==> config.mk <==
export PLATFORM = sky130hd
export DESIGN_NAME = ulsi_core
export DESIGN_NICKNAME = d
export VERILOG_FILES = /design/src/core/ulsi_pkg.sv /design/src/core/ulsi_rx.sv /design/src/core/ulsi_wb.sv /design/src/core/ulsi_core.sv
export SDC_FILE = /design/constraint.sdc
export NUM_CORES = 1
export LEC_CHECK = 0
export ABC_AREA = 1
export BUFFER_PORTS_ARGS = -buffer_cell sky130_fd_sc_hd__buf_2
export CAP_MARGIN = 20
export CORE_MARGIN = 2
export CORE_UTILIZATION = 64
export CTS_CLUSTER_DIAMETER = 80
export DETAILED_ROUTE_END_ITERATION = 10
export PLACE_DENSITY = 0.92
export SLEW_MARGIN = 10
export SYNTH_ARGS = -nofsm -noshare
export SYNTH_HDL_FRONTEND = slang
export SYNTH_SLANG_ARGS = --single-unit
==> constraint.sdc <==
create_clock -name clk_i -period 7.1 [get_ports clk_i]
set_clock_uncertainty 0.05 [all_clocks]
set_input_delay 1.775 -clock clk_i [delete_from_list [all_inputs] [get_ports clk_i]]
set_output_delay 1.775 -clock clk_i [all_outputs]
set_load 0.005 [all_outputs]
==> src/core/ulsi_pkg.sv <==
package ulsi_pkg;
   // Register word offsets (byte addresses, one aligned word each)
   localparam logic [3:0] ULSI_OFF_DATA = 4'h0;
   localparam logic [3:0] ULSI_OFF_IER = 4'h4;
   localparam logic [3:0] ULSI_OFF_ISR = 4'h8;
   localparam logic [3:0] ULSI_OFF_LSR = 4'hC;
   localparam logic [3:0] ULSI_OFF_CFG = 4'h0;
   // Line status bit positions
   localparam int ULSI_LS_DR = 0;
   localparam int ULSI_LS_OE = 1;
   localparam int ULSI_LS_PE = 2;
   localparam int ULSI_LS_FE = 3;
   localparam int ULSI_LS_BI = 4;
   localparam int ULSI_LS_TE = 5;
   localparam int ULSI_LS_TI = 6;
   localparam int ULSI_LS_DE = 7;
   // Enable bit positions
   localparam int ULSI_IE_RDA = 0;
   localparam int ULSI_IE_THE = 1;
   localparam int ULSI_IE_RLS = 2;
   localparam int ULSI_IE_MS = 3;
   localparam int ULSI_IE_SLP = 4;
   localparam int ULSI_IE_SPC = 5;
   localparam int ULSI_IE_RTS = 6;
   localparam int ULSI_IE_CTS = 7;
   // Config register bit positions (config word at offset 0x10)
   localparam logic [4:0] ULSI_ADR_CFG = 5'h10;
   localparam int ULSI_CF_NINE = 0;
   localparam int ULSI_CF_ENH = 1;
   localparam int ULSI_CF_BYTE = 2;
   localparam int ULSI_CF_M750 = 3;
   localparam int ULSI_CF_F128 = 4;
   localparam int ULSI_CF_OUT2 = 5;
   localparam int ULSI_CF_M950 = 6;
   localparam int ULSI_CF_PAR = 7;
   localparam logic [7:0] ULSI_RST_IER = 8'h00;
   localparam logic [7:0] ULSI_RST_CFG = 8'h00;
   // Identification codes
   localparam logic [5:0] ULSI_ID_NONE = 6'h01;
   localparam logic [5:0] ULSI_ID_RLS = 6'h06;
   localparam logic [5:0] ULSI_ID_RDA = 6'h04;
   localparam logic [5:0] ULSI_ID_TMO = 6'h0C;
   localparam logic [5:0] ULSI_ID_THE = 6'h02;
   localparam logic [5:0] ULSI_ID_MS = 6'h00;
   localparam logic [5:0] ULSI_ID_SPC = 6'h10;
   localparam logic [5:0] ULSI_ID_CR = 6'h20;
   // Receive FIFO
   localparam int ULSI_FIFO_DEPTH = 16;
   localparam int ULSI_FIFO_AW = 4;
   localparam int ULSI_FIFO_W = 12;
   // Serial timing
   localparam int ULSI_CLK_HZ = 50_000_000;
   localparam int ULSI_BAUD = 115_200;
   localparam int ULSI_BIT_CYC = ULSI_CLK_HZ / ULSI_BAUD;
   localparam int ULSI_TMO_CHARS = 4;
   localparam int ULSI_CHAR_BITS = 10;
   localparam int ULSI_TMO_CYC = ULSI_TMO_CHARS * ULSI_CHAR_BITS * ULSI_BIT_CYC;
   localparam int ULSI_CNT_W = 16;
   localparam int ULSI_TMO_W = 16;
   localparam logic [ULSI_CNT_W-1:0] ULSI_BIT_LAST = ULSI_CNT_W'(ULSI_BIT_CYC - 1);
   localparam logic [ULSI_CNT_W-1:0] ULSI_HALF_LAST = ULSI_CNT_W'(ULSI_BIT_CYC / 2 - 1);
   localparam logic [3:0] ULSI_DATA_LAST = 4'h8;
   typedef enum logic [2:0] {
      ULSI_RX_IDLE = 3'b000,
      ULSI_RX_START = 3'b001,
      ULSI_RX_DATA = 3'b011,
      ULSI_RX_STOP = 3'b010,
      ULSI_RX_BRK = 3'b110
   } ulsi_rx_state_t;
endpackage

==> src/core/ulsi_rx.sv <==
`timescale 1ns/1ps
module ulsi_rx
   import ulsi_pkg::*;
(
   input wire logic clk_i,
   input wire logic rst_i,
   input wire logic serial_in_i,
   input wire logic nine_i,
   input wire logic par_en_i,
   output logic done_o,
   output logic [8:0] data_o,
   output logic par_err_o,
   output logic frm_err_o,
   output logic brk_o
);
   ulsi_rx_state_t st_q;
   logic [ULSI_CNT_W-1:0] cnt_q;
   logic [3:0] bit_q;
   logic [8:0] sh_q;
   logic low_q;
   wire tick = (cnt_q == 0);
   wire [3:0] nbits = nine_i ? ULSI_DATA_LAST + 4'h1 : (par_en_i ? ULSI_DATA_LAST + 4'h1
                                                                   : ULSI_DATA_LAST);

   always_ff @(posedge clk_i) begin
      done_o <= 1'b0;
      if (rst_i) begin
         st_q <= ULSI_RX_IDLE;
         cnt_q <= '0;
         bit_q <= '0;
         sh_q <= '0;
         low_q <= 1'b0;
         data_o <= '0;
         par_err_o <= 1'b0;
         frm_err_o <= 1'b0;
         brk_o <= 1'b0;
      end else begin
         if (!tick)
            cnt_q <= cnt_q - 1'b1;
         unique case (st_q)
            ULSI_RX_IDLE: if (!serial_in_i) begin
               st_q <= ULSI_RX_START;
               cnt_q <= ULSI_HALF_LAST;
            end
            ULSI_RX_START: if (tick) begin
               st_q <= serial_in_i ? ULSI_RX_IDLE : ULSI_RX_DATA;
               cnt_q <= ULSI_BIT_LAST;
               bit_q <= '0;
               low_q <= 1'b1;
            end
            ULSI_RX_DATA: if (tick) begin
               sh_q <= {serial_in_i, sh_q[8:1]};
               low_q <= low_q & ~serial_in_i;
               cnt_q <= ULSI_BIT_LAST;
               bit_q <= bit_q + 4'h1;
               if (bit_q == nbits - 4'h1)
                  st_q <= ULSI_RX_STOP;
            end
            ULSI_RX_STOP: if (tick) begin
               brk_o <= low_q & ~serial_in_i;
               frm_err_o <= ~serial_in_i & ~low_q;
               data_o <= (low_q & ~serial_in_i) ? 9'h000 :
                         (nbits == ULSI_DATA_LAST ? {1'b0, sh_q[8:1]} : sh_q);
               par_err_o <= par_en_i & ~nine_i & ~(low_q & ~serial_in_i) & ^sh_q;
               done_o <= 1'b1;
               // bad stop treated as next start, unless the whole frame was low (break state)
               st_q <= (low_q & ~serial_in_i) ? ULSI_RX_BRK :
                       (serial_in_i ? ULSI_RX_IDLE : ULSI_RX_START);
               cnt_q <= ULSI_HALF_LAST;
            end
            ULSI_RX_BRK: if (serial_in_i)
               st_q <= ULSI_RX_IDLE;
            default: st_q <= ULSI_RX_IDLE;
         endcase
      end
   end
endmodule

==> src/core/ulsi_wb.sv <==
`timescale 1ns/1ps
module ulsi_wb (
   input wire logic clk_i,
   input wire logic rst_i,
   input wire logic cyc_i,
   input wire logic stb_i,
   output logic ack_o,
   output logic req_o
);
   // One access per request; ack lasts one cycle then drops
   assign req_o = cyc_i & stb_i & ~ack_o;
   always_ff @(posedge clk_i) begin
      if (rst_i)
         ack_o <= 1'b0;
      else
         ack_o <= req_o;
   end
endmodule

==> src/core/ulsi_core.sv <==
// The address map and the Wishbone register port are this design's own decisions.
`timescale 1ns/1ps
module ulsi_core
   import ulsi_pkg::*;
(
   input wire logic clk_i,
   input wire logic rst_i,
   input wire logic cyc_i,
   input wire logic stb_i,
   input wire logic we_i,
   input wire logic [4:0] adr_i,
   input wire logic [3:0] sel_i,
   input wire logic [31:0] dat_i,
   output logic [31:0] dat_o,
   output logic ack_o,
   input wire logic serial_in_i,
   input wire logic irq_select_pin_i,
   input wire logic bus_mode_b_i,
   input wire logic tx_fifo_empty_i,
   input wire logic tx_shift_empty_i,
   input wire logic tx_below_trig_i,
   input wire logic modem_event_i,
   input wire logic cts_rts_event_i,
   input wire logic xoff_match_i,
   input wire logic stop2_match_i,
   input wire logic [3:0] other_irq_i,
   input wire logic [8:0] spc0_i,
   input wire logic [8:0] spc1_i,
   input wire logic [8:0] spc2_i,
   input wire logic [8:0] spc3_i,
   output logic int_o,
   output logic int_oe_o,
   output logic irq_n_o,
   output logic irq_n_oe_o,
   output logic sleep_o,
   output logic rx_ready_o
);
   logic sin_m_q, sin_q;
   logic [7:0] ier_q, cfg_q;
   logic [ULSI_FIFO_W-1:0] mem_q [ULSI_FIFO_DEPTH];
   logic [ULSI_FIFO_AW:0] wp_q, rp_q;
   logic ovr_q, pe_q, fe_q, bi_q, de_q;
   logic the_q, spc_q, addr_q, ms_q, cr_q;
   logic [ULSI_TMO_W-1:0] tmo_q;
   logic [31:0] dat_q;
   logic tbt_q, head_new_q;
   logic isel_m_q, isel_q, modeb_m_q, modeb_q;
   logic req;
   logic rx_done;
   logic [8:0] rx_data;
   logic rx_pe, rx_fe, rx_bi;

   // Pin inputs pass two flops before any logic
   always_ff @(posedge clk_i) begin
      sin_m_q <= rst_i ? 1'b1 : serial_in_i;
      sin_q <= rst_i ? 1'b1 : sin_m_q;
      isel_m_q <= rst_i ? 1'b0 : irq_select_pin_i;
      isel_q <= rst_i ? 1'b0 : isel_m_q;
      modeb_m_q <= rst_i ? 1'b0 : bus_mode_b_i;
      modeb_q <= rst_i ? 1'b0 : modeb_m_q;
   end

   ulsi_wb u_wb (
      .clk_i(clk_i),
      .rst_i(rst_i),
      .cyc_i(cyc_i),
      .stb_i(stb_i),
      .ack_o(ack_o),
      .req_o(req)
   );

   wire nine = cfg_q[ULSI_CF_NINE];
   wire enh = cfg_q[ULSI_CF_ENH];
   ulsi_rx u_rx (
      .clk_i(clk_i),
      .rst_i(rst_i),
      .serial_in_i(sin_q),
      .nine_i(nine),
      .par_en_i(cfg_q[ULSI_CF_PAR]),
      .done_o(rx_done),
      .data_o(rx_data),
      .par_err_o(rx_pe),
      .frm_err_o(rx_fe),
      .brk_o(rx_bi)
   );

   // Bus decode
   wire [3:0] off = {adr_i[3:2], 2'b00};
   wire is_cfg = adr_i == ULSI_ADR_CFG;
   wire hit_dat = ~adr_i[4] & (off == ULSI_OFF_DATA);
   wire hit_ier = ~adr_i[4] & (off == ULSI_OFF_IER);
   wire hit_isr = ~adr_i[4] & (off == ULSI_OFF_ISR);
   wire hit_lsr = ~adr_i[4] & (off == ULSI_OFF_LSR);
   wire wr_b0 = req & we_i & sel_i[0];
   wire rd = req & ~we_i;
   wire rd_dat = rd & hit_dat;
   wire rd_lsr = rd & hit_lsr;
   wire rd_isr = rd & hit_isr;

   // Receive FIFO
   wire empty = wp_q == rp_q;
   wire full = (wp_q[ULSI_FIFO_AW] != rp_q[ULSI_FIFO_AW]) &&
               (wp_q[ULSI_FIFO_AW-1:0] == rp_q[ULSI_FIFO_AW-1:0]);
   wire push = rx_done & ~full;
   wire pop = rd_dat & ~empty;
   wire [ULSI_FIFO_W-1:0] head = mem_q[rp_q[ULSI_FIFO_AW-1:0]];
   wire [ULSI_FIFO_W-1:0] entry = {rx_bi, rx_fe, rx_pe, rx_data};
   wire entry_bad = rx_bi | rx_fe | (rx_pe & ~nine);

   always_ff @(posedge clk_i) begin
      if (push)
         mem_q[wp_q[ULSI_FIFO_AW-1:0]] <= entry;
      if (rst_i) begin
         wp_q <= '0;
         rp_q <= '0;
      end else begin
         wp_q <= wp_q + (ULSI_FIFO_AW+1)'(push);
         rp_q <= rp_q + (ULSI_FIFO_AW+1)'(pop);
      end
   end

   // Head flags: the set wins over a same-cycle status read
   wire head_pe = ~empty & head[9] & ~nine;
   wire head_fe = ~empty & head[10];
   wire head_bi = ~empty & head[11];
   // Flags latch once, as an item arrives at the head
   // A level set would undo every status read while it waits
   wire [ULSI_FIFO_AW:0] level = wp_q - rp_q;
   wire head_next = (push & empty) |
                    (pop & (push | (level != (ULSI_FIFO_AW+1)'(1))));
   always_ff @(posedge clk_i) begin
      if (rst_i) begin
         ovr_q <= 1'b0;
         pe_q <= 1'b0;
         fe_q <= 1'b0;
         bi_q <= 1'b0;
         de_q <= 1'b0;
         head_new_q <= 1'b0;
      end else begin
         head_new_q <= head_next;
         ovr_q <= (rx_done & full) | (ovr_q & ~rd_lsr);
         pe_q <= (head_new_q & head_pe) | (pe_q & ~rd_lsr);
         fe_q <= (head_new_q & head_fe) | (fe_q & ~rd_lsr);
         bi_q <= (head_new_q & head_bi) | (bi_q & ~rd_lsr);
         de_q <= ~cfg_q[ULSI_CF_BYTE] & ((push & entry_bad) | (de_q & ~rd_lsr));
      end
   end

   wire [7:0] line_status = {de_q, tx_fifo_empty_i & tx_shift_empty_i, tx_fifo_empty_i, bi_q, fe_q,
                     nine ? (~empty & head[8]) : pe_q, ovr_q, ~empty};

   wire tmo_hit = tmo_q == ULSI_TMO_W'(ULSI_TMO_CYC);
   always_ff @(posedge clk_i) begin
      if (rst_i || empty || push || pop)
         tmo_q <= '0;
      else if (!tmo_hit)
         tmo_q <= tmo_q + 1'b1;
   end

   // Event flags: the set wins over the identification read, or the status read for addr_q
   wire spc_hit = nine & ((rx_data == spc0_i) | (rx_data == spc1_i) |
                  (rx_data == spc2_i) | (rx_data == spc3_i));
   wire [5:0] id_now;
   always_ff @(posedge clk_i) begin
      if (rst_i) begin
         the_q <= 1'b0;
         spc_q <= 1'b0;
         addr_q <= 1'b0;
         ms_q <= 1'b0;
         cr_q <= 1'b0;
         tbt_q <= 1'b0;
      end else begin
         tbt_q <= tx_below_trig_i;
         // set on falling below trigger, cleared by ident read or refill
         the_q <= (tx_below_trig_i & ~tbt_q) |
                  (the_q & tx_below_trig_i & ~(rd_isr & (id_now == ULSI_ID_THE)));
         // special characters; match inputs are already event pulses
         spc_q <= (rx_done & spc_hit) | (~nine & (xoff_match_i | stop2_match_i)) |
                  (spc_q & ~(rd_isr & id_now == ULSI_ID_SPC));
         addr_q <= (push & nine & rx_data[8]) | (addr_q & ~rd_lsr);
         ms_q <= modem_event_i | (ms_q & ~rd_isr);
         cr_q <= cts_rts_event_i | (cr_q & ~(rd_isr & id_now == ULSI_ID_CR));
      end
   end

   wire rls_src = ier_q[ULSI_IE_RLS] & (ovr_q | pe_q | fe_q | bi_q | addr_q);
   // Timeout takes level 2 over once the waiting data has gone stale
   wire rda_src = ier_q[ULSI_IE_RDA] & ~empty & ~tmo_hit;
   wire tmo_src = ier_q[ULSI_IE_RDA] & tmo_hit & ~empty;
   wire the_src = ier_q[ULSI_IE_THE] & the_q;
   wire ms_src = ier_q[ULSI_IE_MS] & ms_q;
   // levels 5 and 6 enhanced only
   wire spc_src = enh & ier_q[ULSI_IE_SPC] & spc_q;
   wire cr_src = enh & cr_q & (~enh | ier_q[ULSI_IE_RTS] | ier_q[ULSI_IE_CTS]);

   assign id_now = rls_src ? ULSI_ID_RLS :
                   rda_src ? ULSI_ID_RDA :
                   tmo_src ? ULSI_ID_TMO :
                   the_src ? ULSI_ID_THE :
                   ms_src ? ULSI_ID_MS :
                   spc_src ? ULSI_ID_SPC :
                   cr_src ? ULSI_ID_CR : ULSI_ID_NONE;
   wire m650 = enh;
   wire bit5 = m650 ? id_now[5] : (cfg_q[ULSI_CF_M750] & cfg_q[ULSI_CF_F128]);
   wire [7:0] interrupt_identification = {2'b00, bit5, id_now[4:0]};
   wire pend = ~id_now[0];

   // Register writes
   always_ff @(posedge clk_i) begin
      if (rst_i) begin
         ier_q <= ULSI_RST_IER;
         cfg_q <= ULSI_RST_CFG;
      end else begin
         if (wr_b0 && hit_ier)
            ier_q <= dat_i[7:0];
         if (wr_b0 && is_cfg)
            cfg_q <= dat_i[7:0];
      end
   end

   wire [7:0] rd_sel = hit_dat ? head[7:0] :
                       hit_ier ? ier_q :
                       hit_isr ? interrupt_identification :
                       hit_lsr ? line_status :
                       is_cfg ? cfg_q : 8'h00;

   wire slp = ier_q[ULSI_IE_SLP] | (cfg_q[ULSI_CF_M750] & ~enh & ~nine & ier_q[ULSI_IE_SPC]);
   wire oe_en = cfg_q[ULSI_CF_OUT2];

   always_ff @(posedge clk_i) begin
      if (rst_i) begin
         dat_q <= '0;
         int_o <= 1'b0;
         int_oe_o <= 1'b0;
         irq_n_o <= 1'b1;
         irq_n_oe_o <= 1'b0;
         sleep_o <= 1'b0;
         rx_ready_o <= 1'b0;
      end else begin
         dat_q <= rd ? {24'h000000, rd_sel} : dat_q;
         int_o <= ~modeb_q & pend;
         int_oe_o <= ~modeb_q & (isel_q | oe_en);
         irq_n_o <= ~(modeb_q & ((pend & oe_en) | (|other_irq_i)));
         irq_n_oe_o <= modeb_q;
         sleep_o <= slp;
         rx_ready_o <= ~empty;
      end
   end
   assign dat_o = dat_q;
endmodule

==> impl_metrics.py, run 1 <==
metrics = {
    "outcome": {
        "status": "completed",
    },
    "yosys": {
        "synth_top_area_cell": "edfxtp_1",
        "synthFlopType": "edfxtp_1",
        "ys_seq_elements": 313,
        "syn_area_sq_mm": 0.0141,
        "synth_top_family_by_area": "simple AND/OR/NAND/NOR gates",
        "synth_mux_area_share_pct": 0,
        "synth.area.top_cells": "edfxtp_1 41%, dfxtp_1 17%, nor2_1 6.8%, o21ai_0 5.7%, nand2_1 5.4%",
        "ys_seq_area_share_pct": 58.0,
        "ys_async_sr_fraction_pct": 0,
        "ys_warn_count": 0,
        "synth.distinct_cells": 50,
        "syn_inst": 1518,
        "synth_top_area_share_pct": 40.8,
        "synthSimpleGateAreaFrac_pct": 18.2,
        "synthAdderAreaFrac_pct": 1.47,
        "syn_avg_cell_area_sq_um": 9.30,
        "synth_edf_count": 192,
        "synth_compound_area_share_pct": 12.3,
        "synth-xor-area-share_pct": 3.09,
    },
    "pwr": {
        "p_leak_nw": 6.08,
        "clock_power_share_pct": 36.9,
        "p_int_mw": 3.18,
        "irDropWorstVdd_v": 0.000271,
        "swShare_pct": 27.5,
        "seqPwrFrac_pct": 48.0,
        "p_comb_share_pct": 15.0,
        "p_sw_mw": 1.21,
        "cellPowerDensity_mw_per_mm2": 279,
    },
    "timing": {
        "setup_viol": 0,
        "hold_ws_ns": 0.365,
        "worst_pin_slew_ns": 1.15,
        "fin_tns_setup_ns": 0,
        "final_max_slew_viol_count": 0,
        "min_period_ns": 4.31,
        "hold_viol_final": 0,
        "fmax_mhz": 232,
        "rsz0062_at_grt": "false",
        "post-route-period-util_pct": 60.7,
        "slew_headroom_pct": 23.4,
    },
    "grt": {
        "grt_pass1_wl_um": 55600,
        "grt_start_max_net_pins": 100,
        "overflow": 0,
        "track_usage_pct": 29.4,
        "antenna_found_initial": 0,
        "grt_pass1_vias": 11300,
    },
    "clock_tree": {
        "cts_resized": 0,
        "path_clk_slew_ns": 0.06,
        "clk_latency_ns": 0.56,
        "cts_hold_buffers": 0,
        "tritoncts": "done",
        "postCtsSetupRepairBufs": 0,
        "clockRootBuffer": "clkbuf_16",
        "clock_path_buffers": 3,
        "numCtsBuffers": 31,
        "htreeDepth": 1,
        "cts_sinks": 313,
    },
    "placement": {
        "gp_congestion": 0.923,
        "dpl.hpwl_um": 22000,
        "dp_cells": 1838,
        "portBuffers": 83,
    },
    "routing": {
        "vias": 11500,
        "wire_per_inst_um": 18.6,
        "drc_errors": 0,
        "antenna_left": 0,
        "first_pass_iters": 6,
        "drt_iter0_drc": 1433,
        "via_per_inst": 6.07,
        "drt_wl_total_um": 35300,
    },
    "critical_path": {
        "worstPathRequired_ns": 7.21,
        "crit_chain": "clkinv_1 > ha_1 > nand4_2 > nor2_2 > nor2_2 > nand2_1 > nor2_1",
        "worstSetupEndpointType": "register",
        "cpMaxStageDelayCell": "nor2_1",
        "critPathMaxFanout": 20,
        "crit_buf_inv": 1,
        "critPathMostFrequentCell": "nor2_2",
        "critPathKind": "reg -> reg",
        "critPathMaxStageDelay_ns": 0.90,
        "startpoint_type": "register",
        "worst_ep_arrival_time_ns": 4.42,
        "cp_top_family": "simple AND/OR/NAND/NOR gates",
    },
    "die": {
        "num_rows": 54,
        "core_sq_mm": 0.0218,
        "die_width_um": 153,
        "num_io_pins": 135,
        "start_util_pct": 64.9,
        "die-height_um": 153,
        "fp.dieArea_sq_mm": 0.0233,
    },
    "run": {
        "max-cap-violations": 0,
    },
    "worst_hold_path": {
        "hold_class": "reg -> reg",
    },
    "final_layout": {
        "finalNonFillerCells": 1900,
        "drive_gt1_share_pct": 11.9,
        "antenna_cells": 0,
        "final_common_cell": "nor2_1",
        "final_cell_mix": "254 x nor2_1, 203 x nand2_1, 192 x edfxtp_1",
        "final_nets": 1708,
        "area_delta_synth_final_pct": 11.4,
    },
}
==> kinds of logic (layout without fill, tap and decap cells) <==
group	after synthesis	count (layout)
and+or+nand+nor	600	600
DFF	313	313
other	1	24
AOI/OAI and AO/OA	319	319
xor gates and xnor gates	49	49
buffers and inverters	220	299
adders and majority gates	16	16
==> worst reg2reg max path, cell delays in order (launching register included) <==
cell      delay [ns]
dfxtp_1         0.86
clkinv_1        0.63
ha_1            0.55
nand4_2         0.19
nor2_2          0.08
nor2_2          0.41
nand2_1         0.24
nor2_1          0.90
==> cells in the mapped netlist, types with 5 or more instances <==
cell        n
o221ai_1    9
buf_4      34
o211ai_1   17
inv_1     126
edfxtp_1  192
a21oi_1    86
nand2_1   203
o21ai_1    10
xnor2_1    29
o21ai_0   160
inv_2      10
ha_1       15
clkbuf_1   25
nand3_1    71
nand4_1    15
dfxtp_1   121
buf_1       5
buf_2      17
xor2_1     19
nor3_1     25
o22ai_1    21
nor2_2      5
nor2_1    254
==> final timing paths <==
check / start / slack, ns / endpoint / cells after the start
setup / recovery: rp_q[2] / 2.79 / mem_q[14][11] / 7
hold / removal: sin_m_q / 0.37 / sin_q / 1
setup reg to reg: rp_q[2] / 2.79 / mem_q[14][11] / 7
hold reg to reg: sin_m_q / 0.37 / sin_q / 1
==> state kept, by name, summed over array words and instances (netlist names), 3 cells and up <==
register / count
cfg_q: 8
dat_o: 8
ier_q: 8
mem_q: 192
rp_q: 5
tmo_q: 16
u_rx.bit_q: 4
u_rx.cnt_q: 16
u_rx.data_o: 9
u_rx.sh_q: 9
u_rx.st_q: 3
wp_q: 5
==> routing by layer <==
metal	wire, um	GRT usage [%]	vias up
met2	17100	50.5	768
met1	12900	36.9	5358
met4	1460	12.7	0
li1	-	-	5281
met5	0	0	-
met3	3810	5.23	132
==> power groups by stage <==
stage          Combinational, mW  Clock [mW]  Sequential [mW]
2_1_floorplan              0.509           0             2.10
3_3_place_gp               0.606           0             2.14
3_5_place_dp               0.632           0             2.14
4_1_cts                    0.642        1.63             2.11
6_report                   0.660        1.62             2.11
5_1_grt                    0.754        1.70             2.11
==> area by class of cell <==
cell class                 count  area (sq um)
clock buffer                  40           871
clock inverter                17           146
fill                        1442          6030
inverter                     138           518
multi-input combinational   1008          5040
sequential                   313          8190
tap                          280           350
timing repair buffer         104           607
==> through the flow <==
| stage | power, mW | utilization, % | worst slack (ns) | cell area [sq um] |
|---|---|---|---|---|
| 2_1_floorplan | 2.61 | - | 3.86 | 14200 |
| 3_3_place_gp | 2.74 | 67.0 | 2.79 | 14600 |
| 3_5_place_dp | 2.77 | 67.4 | 2.85 | 14700 |
| 4_1_cts | 4.38 | 72.0 | 2.81 | 15700 |
| 5_1_grt | 4.57 | 72.3 | 2.53 | 15700 |
| 6_report | 4.39 | 72.3 | 2.79 | 15700 |
Power figures use the tool's default switching activity.
==> inputs of run 2 (changes only) <==
--- a/config.mk
+++ b/config.mk
@@ -5,14 +5,14 @@
 export SDC_FILE = /design/constraint.sdc
 export NUM_CORES = 1
 export LEC_CHECK = 0
-export ABC_AREA = 1
+export ABC_AREA = 0
 export BUFFER_PORTS_ARGS = -buffer_cell sky130_fd_sc_hd__buf_2
 export CAP_MARGIN = 20
 export CORE_MARGIN = 2
-export CORE_UTILIZATION = 64
+export CORE_UTILIZATION = 59
 export CTS_CLUSTER_DIAMETER = 80
 export DETAILED_ROUTE_END_ITERATION = 10
-export PLACE_DENSITY = 0.92
+export PLACE_DENSITY = 0.87
 export SLEW_MARGIN = 10
 export SYNTH_ARGS = -nofsm -noshare
 export SYNTH_HDL_FRONTEND = slang
==> constraint.sdc (replaced) <==
create_clock -name clk_i -period 4.1 [get_ports clk_i]
set_clock_uncertainty 0.05 [all_clocks]
set_input_delay 1.025 -clock clk_i [delete_from_list [all_inputs] [get_ports clk_i]]
set_output_delay 1.025 -clock clk_i [all_outputs]
set_load 0.005 [all_outputs]
==> run 2 against run 1 <==
Net effect:
- routed wire length down 10%
- utilization down 4.2 points
- setup slack worse by 1.8 ns
- synthesized area down 2.7%
- die area up 5.4%
- global-route usage down 3.3 points
- flip-flop and latch count unchanged
- sequential power up 65%
- design area down 1.4%
- non-clock buffer count up 7
- fmax up 39%
- clock-buffer cell count up 2
- critical endpoint is now dat_o[0]
- largest cell class unchanged
==> impl_metrics.py, run 2 <==
metrics = {
    "routing": {
        "antenna_left": 0,
        "drc_errors": 0,
        "wire_per_inst_um": 20.4,
        "first_pass_iters": 8,
        "via_per_inst": 6.14,
        "drt_wl_total_um": 31700,
        "vias": 9549,
        "drt_iter0_drc": 1174,
    },
    "grt": {
        "track_usage_pct": 26.1,
        "overflow": 0,
        "grt_start_max_net_pins": 67,
        "grt_pass1_wl_um": 49700,
        "grt_pass1_vias": 9293,
        "antenna_found_initial": 0,
    },
    "final_layout": {
        "drive_gt1_share_pct": 17.8,
        "utilization_pct": 68.1,
        "regArea_sq_mm": 0.00819,
        "final_common_cell": "edfxtp_1",
        "final_nets": 1328,
        "largest_register_ff_count": 192,
        "final_cell_mix": "192 x edfxtp_1, 126 x nand2_1, 119 x dfxtp_1",
        "multi_input_area_sq_mm": 0.00515,
        "area_delta_synth_final_pct": 12.8,
        "fill_cells": 1522,
    },
    "critical_path": {
        "r2r_start": "wp_q[0]",
        "worstSetupEndpointType": "register",
        "critPathMaxFanout": 8,
        "reg2reg_depth": 8,
        "cpMaxStageDelayCell": "a211oi_1",
        "startpoint_type": "register",
        "cp_top_family": "compound AO/OA/AOI/OAI gates",
        "crit_buf_inv": 1,
        "worstPathRequired_ns": 4.52,
        "reg2reg_slack_ns": 0.99,
        "critPathKind": "reg -> reg",
        "crit_chain": "inv_1 > ha_1 > nand4_1 > o21ai_0 > nand2_1 > a211oi_1 > o211ai_1 > a221oi_1",
        "worst_ep_arrival_time_ns": 3.53,
        "r2r-end": "dat_o[0]",
        "critPathMaxStageDelay_ns": 0.66,
    },
    "timing": {
        "fin_tns_setup_ns": 0,
        "setup_slack_ns": 0.988,
        "final_max_slew_viol_count": 0,
        "worst_pin_slew_ns": 0.929,
        "min_period_ns": 3.11,
        "hold_viol_final": 0,
        "hold_ws_ns": 0.382,
        "fmax_mhz": 321,
        "setup_viol": 0,
        "rsz0062_at_grt": "false",
        "slew_headroom_pct": 38.0,
        "post-route-period-util_pct": 75.9,
    },
    "die": {
        "start_util_pct": 60.3,
        "num_io_pins": 135,
        "core_sq_mm": 0.0228,
        "die-height_um": 157,
        "die_width_um": 157,
        "fp.dieArea_sq_mm": 0.0245,
        "num_rows": 55,
    },
    "placement": {
        "portBuffers": 83,
        "post-place-ws_ns": 0.968,
        "gp_congestion": 0.888,
        "dpl.hpwl_um": 20100,
    },
    "yosys": {
        "synth_top_area_share_pct": 41.9,
        "syn_avg_cell_area_sq_um": 12.0,
        "synth.distinct_cells": 67,
        "synthFlopType": "edfxtp_1",
        "synth_edf_count": 192,
        "syn_area_sq_mm": 0.0137,
        "ys_warn_count": 0,
        "synth.most_common_cell": "edfxtp_1",
        "synth_top_area_cell": "edfxtp_1",
        "synth.area.top_cells": "edfxtp_1 42%, dfxtp_1 18%, mux4_2 7.0%, nand2_1 3.4%, nor2_1 2.9%",
        "ys_top_cells_by_count": "192 x edfxtp_1, 126 x nand2_1, 121 x dfxtp_1",
        "ys_seq_area_share_pct": 59.6,
        "syn_inst": 1141,
        "ys_async_sr_fraction_pct": 0,
        "ys_seq_elements": 313,
    },
    "run": {
        "max-cap-violations": 0,
    },
    "pwr": {
        "power.total_mw": 7.22,
        "swShare_pct": 23.9,
        "p_leak_nw": 5.42,
        "seqPwrFrac_pct": 48.3,
        "clock_power_share_pct": 40.9,
        "p_comb_share_pct": 10.8,
        "p_sw_mw": 1.73,
        "p_int_mw": 5.49,
        "irDropWorstVdd_v": 0.000321,
        "cellPowerDensity_mw_per_mm2": 465,
    },
    "outcome": {
        "status": "completed",
    },
    "clock_tree": {
        "htreeDepth": 1,
        "clk_latency_ns": 0.56,
        "numCtsBuffers": 30,
        "cts_sinks": 313,
        "path_clk_slew_ns": 0.07,
        "cts_hold_buffers": 0,
        "cts_resized": 0,
        "tritoncts": "done",
        "clockRootBuffer": "clkbuf_16",
        "postCtsSetupRepairBufs": 0,
        "clock_path_buffers": 3,
    },
    "worst_hold_path": {
        "worst_hold_path.endpoint": "the_q",
        "min_path_cells": 1,
        "hp-start": "tbt_q",
        "hold_class": "reg -> reg",
    },
}
-- run 2: kinds of logic (layout without fill, tap and decap cells) --
| group | after synthesis | after routing | synth area share, % |
|---|---|---|---|
| other cells | 1 | 25 | 0.0273 |
| buf+inv | 110 | 186 | 3.76 |
| mux | 71 | 71 | 9.10 |
| flops | 313 | 313 | 59.6 |
| xor+xnor | 79 | 79 | 5.03 |
| simple gates | 388 | 388 | 13.4 |
| compound gates | 163 | 163 | 7.57 |
| fa+ha+maj | 16 | 16 | 1.51 |
-- run 2: layout make-up --
| type | instances | area share, % |
|---|---|---|
| diodes | 1 | 0.0161 |
| clock buffers | 42 | 5.32 |
| clock inverters | 14 | 1.53 |
| inverters | 19 | 0.460 |
| multi-input cells | 741 | 33.2 |
| flip-flops and latches | 313 | 52.8 |
| well taps | 313 | 2.53 |
| repair buffers | 111 | 4.13 |
-- run 2: power by group through the flow --
stage               clock network (mW)  logic, mW  registers, mW
detailed placement                   0      0.757           3.55
global placement                     0      0.725           3.54
global route                      3.09      0.865           3.49
finish                            2.95      0.777           3.49
CTS                               2.96      0.765           3.48
floorplan                            0      0.616           3.52
-- run 2: stage by stage --
| step | cell area [sq um] | instances |
|---|---|---|
| 6_report | 15500 | 1554 |
| 5_1_grt | 15500 | 1553 |
| 4_1_cts | 15500 | 1553 |
| 3_5_place_dp | 14400 | 1497 |
| 3_3_place_gp | 14400 | 1497 |
| 2_1_floorplan | 13800 | 1164 |
-- run 2: worst max-delay path by stage --
stage | start | endpoint | cells after the start
4_1_cts | wp_q[0] | dat_o[0] | 8
2_1_floorplan | rp_q[3] | mem_q[2][0] | 11
5_1_grt | wp_q[0] | dat_o[0] | 8
3_5_place_dp | adr_i[3] | rp_q[4] | 8
6_report | wp_q[0] | dat_o[0] | 8
3_3_place_gp | adr_i[3] | rp_q[4] | 8
-- run 2: layer usage --
layer | vias to the layer above | part of all wire, % | track usage (%)
met4 | 0 | 3.0 | 8.56
met2 | 542 | 50 | 43.5
li1 | 4285 | - | -
met3 | 72 | 8.4 | 3.66
met5 | - | 0 | 0
met1 | 4650 | 39 | 35.8
==> inputs of run 3 (changes only) <==
==> constraint.sdc (replaced) <==
create_clock -name clk_i -period 3.2 [get_ports clk_i]
set_clock_uncertainty 0.05 [all_clocks]
set_input_delay 0.8 -clock clk_i [delete_from_list [all_inputs] [get_ports clk_i]]
set_output_delay 0.8 -clock clk_i [all_outputs]
set_load 0.005 [all_outputs]
==> run 3 against run 2 <==
Net effect:
- setup slack worse by 0.82 ns
- critical path depth did not move
- cell count rose by 0.39%
- clock power increased by 25%
- clock-buffer cell count down 9
- sequential power rose by 28%
- utilization is 0.14 points higher
- first-iteration DRC count fell by 9.5%
- combinational power up 27%
- non-clock buffer count rose by 8
- global-route usage rose by 0.23 points
- critical path type unchanged
- highest routed layer unchanged
==> impl_metrics.py, run 3 (synthesis gave the netlist of run 2 again) <==
metrics = {
    "routing": {
        "wire_per_inst_um": 20.5,
        "antenna_left": 0,
        "via_per_inst": 6.05,
        "drc_errors": 0,
        "vias": 9440,
        "drt_iter0_drc": 1063,
        "drt_wl_total_um": 32000,
        "first_pass_iters": 6,
    },
    "critical_path": {
        "r2r-end": "mem_q[12][8]",
        "worst_ep_arrival_time_ns": 3.24,
        "r2r_start": "wp_q[0]",
        "worstPathRequired_ns": 3.42,
        "critPathKind": "reg -> reg",
        "critPathMaxFanout": 9,
        "worstSetupEndpointType": "register",
        "startpoint_type": "register",
        "reg2reg_depth": 8,
        "reg2reg_slack_ns": 0.17,
    },
    "timing": {
        "slew_headroom_pct": 32.7,
        "rsz0062_at_grt": "false",
        "worst_pin_slew_ns": 1.01,
        "fmax_mhz": 330,
        "setup_slack_ns": 0.172,
        "hold_ws_ns": 0.365,
        "fin_tns_setup_ns": 0,
        "post-route-period-util_pct": 94.6,
        "setup_viol": 0,
        "min_period_ns": 3.03,
        "hold_viol_final": 0,
        "final_max_slew_viol_count": 0,
    },
    "final_layout": {
        "utilization_pct": 68.2,
        "antenna_cells": 0,
        "largest_register_ff_count": 192,
        "final_common_cell": "edfxtp_1",
        "final_cell_mix": "192 x edfxtp_1, 126 x nand2_1, 119 x dfxtp_1",
        "final_nets": 1336,
        "design_area_sq_mm": 0.0155,
        "drive_gt1_share_pct": 18.2,
        "area_delta_synth_final_pct": 13.1,
    },
    "worst_hold_path": {
        "hp-start": "serial_in_i",
        "worst_hold_path.endpoint": "sin_m_q",
        "min_path_cells": 2,
        "hold_class": "in -> reg",
    },
    "clock_tree": {
        "numCtsBuffers": 30,
        "clockRootBuffer": "clkbuf_16",
        "path_clk_slew_ns": 0.06,
        "cts_sinks": 313,
        "clk_latency_ns": 0.57,
        "tritoncts": "done",
        "htreeDepth": 1,
        "clock_path_buffers": 3,
        "cts_hold_buffers": 0,
    },
    "placement": {
        "post-place-ws_ns": 0.393,
        "gp_congestion": 0.907,
        "place_area_sq_mm": 0.0145,
        "portBuffers": 83,
        "dpl.hpwl_um": 20100,
    },
    "grt": {
        "use_met3_pct": 4.04,
        "use_met2_pct": 44.7,
        "grt_pass1_vias": 9092,
        "grt_pass1_wl_um": 49500,
        "overflow": 0,
        "antenna_found_initial": 0,
        "grt_start_max_net_pins": 57,
        "top_usage_layer": "met2",
        "gr-usage-met1_pct": 35.1,
        "track_usage_pct": 26.4,
    },
    "pwr": {
        "seqPwrFrac_pct": 48.9,
        "p_int_mw": 6.94,
        "irDropWorstVdd_v": 0.000625,
        "cellPowerDensity_mw_per_mm2": 588,
        "clock_power_share_pct": 40.3,
        "p_comb_share_pct": 10.8,
        "p_leak_nw": 5.44,
        "swShare_pct": 24.0,
        "p_sw_mw": 2.19,
    },
    "die": {
        "num_rows": 55,
        "core_sq_mm": 0.0228,
        "fp.dieArea_sq_mm": 0.0245,
        "num_io_pins": 135,
        "die_width_um": 157,
        "die-height_um": 157,
        "start_util_pct": 60.3,
    },
    "run": {
        "max-cap-violations": 0,
    },
    "outcome": {
        "status": "completed",
    },
}
## run 3: power by group through the flow
| stage | combinational [mW] | sequential (mW) | clock (mW) |
|---|---|---|---|
| 6_report | 0.987 | 4.47 | 3.69 |
| 3_5_place_dp | 0.966 | 4.55 | 0 |
| 3_3_place_gp | 0.932 | 4.54 | 0 |
| 4_1_cts | 0.983 | 4.46 | 3.73 |
| 5_1_grt | 1.11 | 4.48 | 3.88 |
| 2_1_floorplan | 0.789 | 4.52 | 0 |
## run 3: worst max path at each step
stage | cells past startpoint | endpoint | startpoint | slack, ns
after floorplan | 11 | mem_q[14][0] | rp_q[3] | 0.03
after global placement | 8 | dat_o[0] | wp_q[0] | 0.47
after detailed placement | 8 | dat_o[0] | wp_q[0] | 0.39
after CTS | 7 | mem_q[12][8] | wp_q[3] | 0.26
after global routing | 8 | mem_q[12][4] | wp_q[0] | 0.03
final | 8 | mem_q[12][8] | wp_q[0] | 0.17
## run 3: critical path, stage by stage, from the launching register on
cell	delay [ns]
dfxtp_1	0.53
inv_1	0.12
ha_1	0.35
nand4_1	0.20
nor2b_1	0.11
nor2b_1	0.36
nand3_1	0.24
nor2_1	0.47
buf_4	0.30
## run 3: cell type report
class	count	area, sq um
timing repair buffer	119	701
fill	1523	7240
clock buffer	33	762
inverter	19	71.3
sequential	313	8190
multi-input combinational	741	5150
clock inverter	22	277
tap	313	392
## run 3: metal layers
layer  up-vias  wire length (um)
met5         -                 0
met4         0               950
met3        68              2710
met2       512             16000
met1      4567             12300
li1       4293                 -
## run 3: timing repair
item / in CTS / in global routing
buffers inserted: 0 / 0
endpoints found under the setup margin: 0 / 1
gates resized for setup: 0 / 1
## run 3: through the flow
step	instances	total power [mW]
finish	1560	9.14
global placement	1505	5.47
detailed placement	1505	5.51
CTS	1560	9.17
floorplan	1164	5.30
global route	1560	9.47
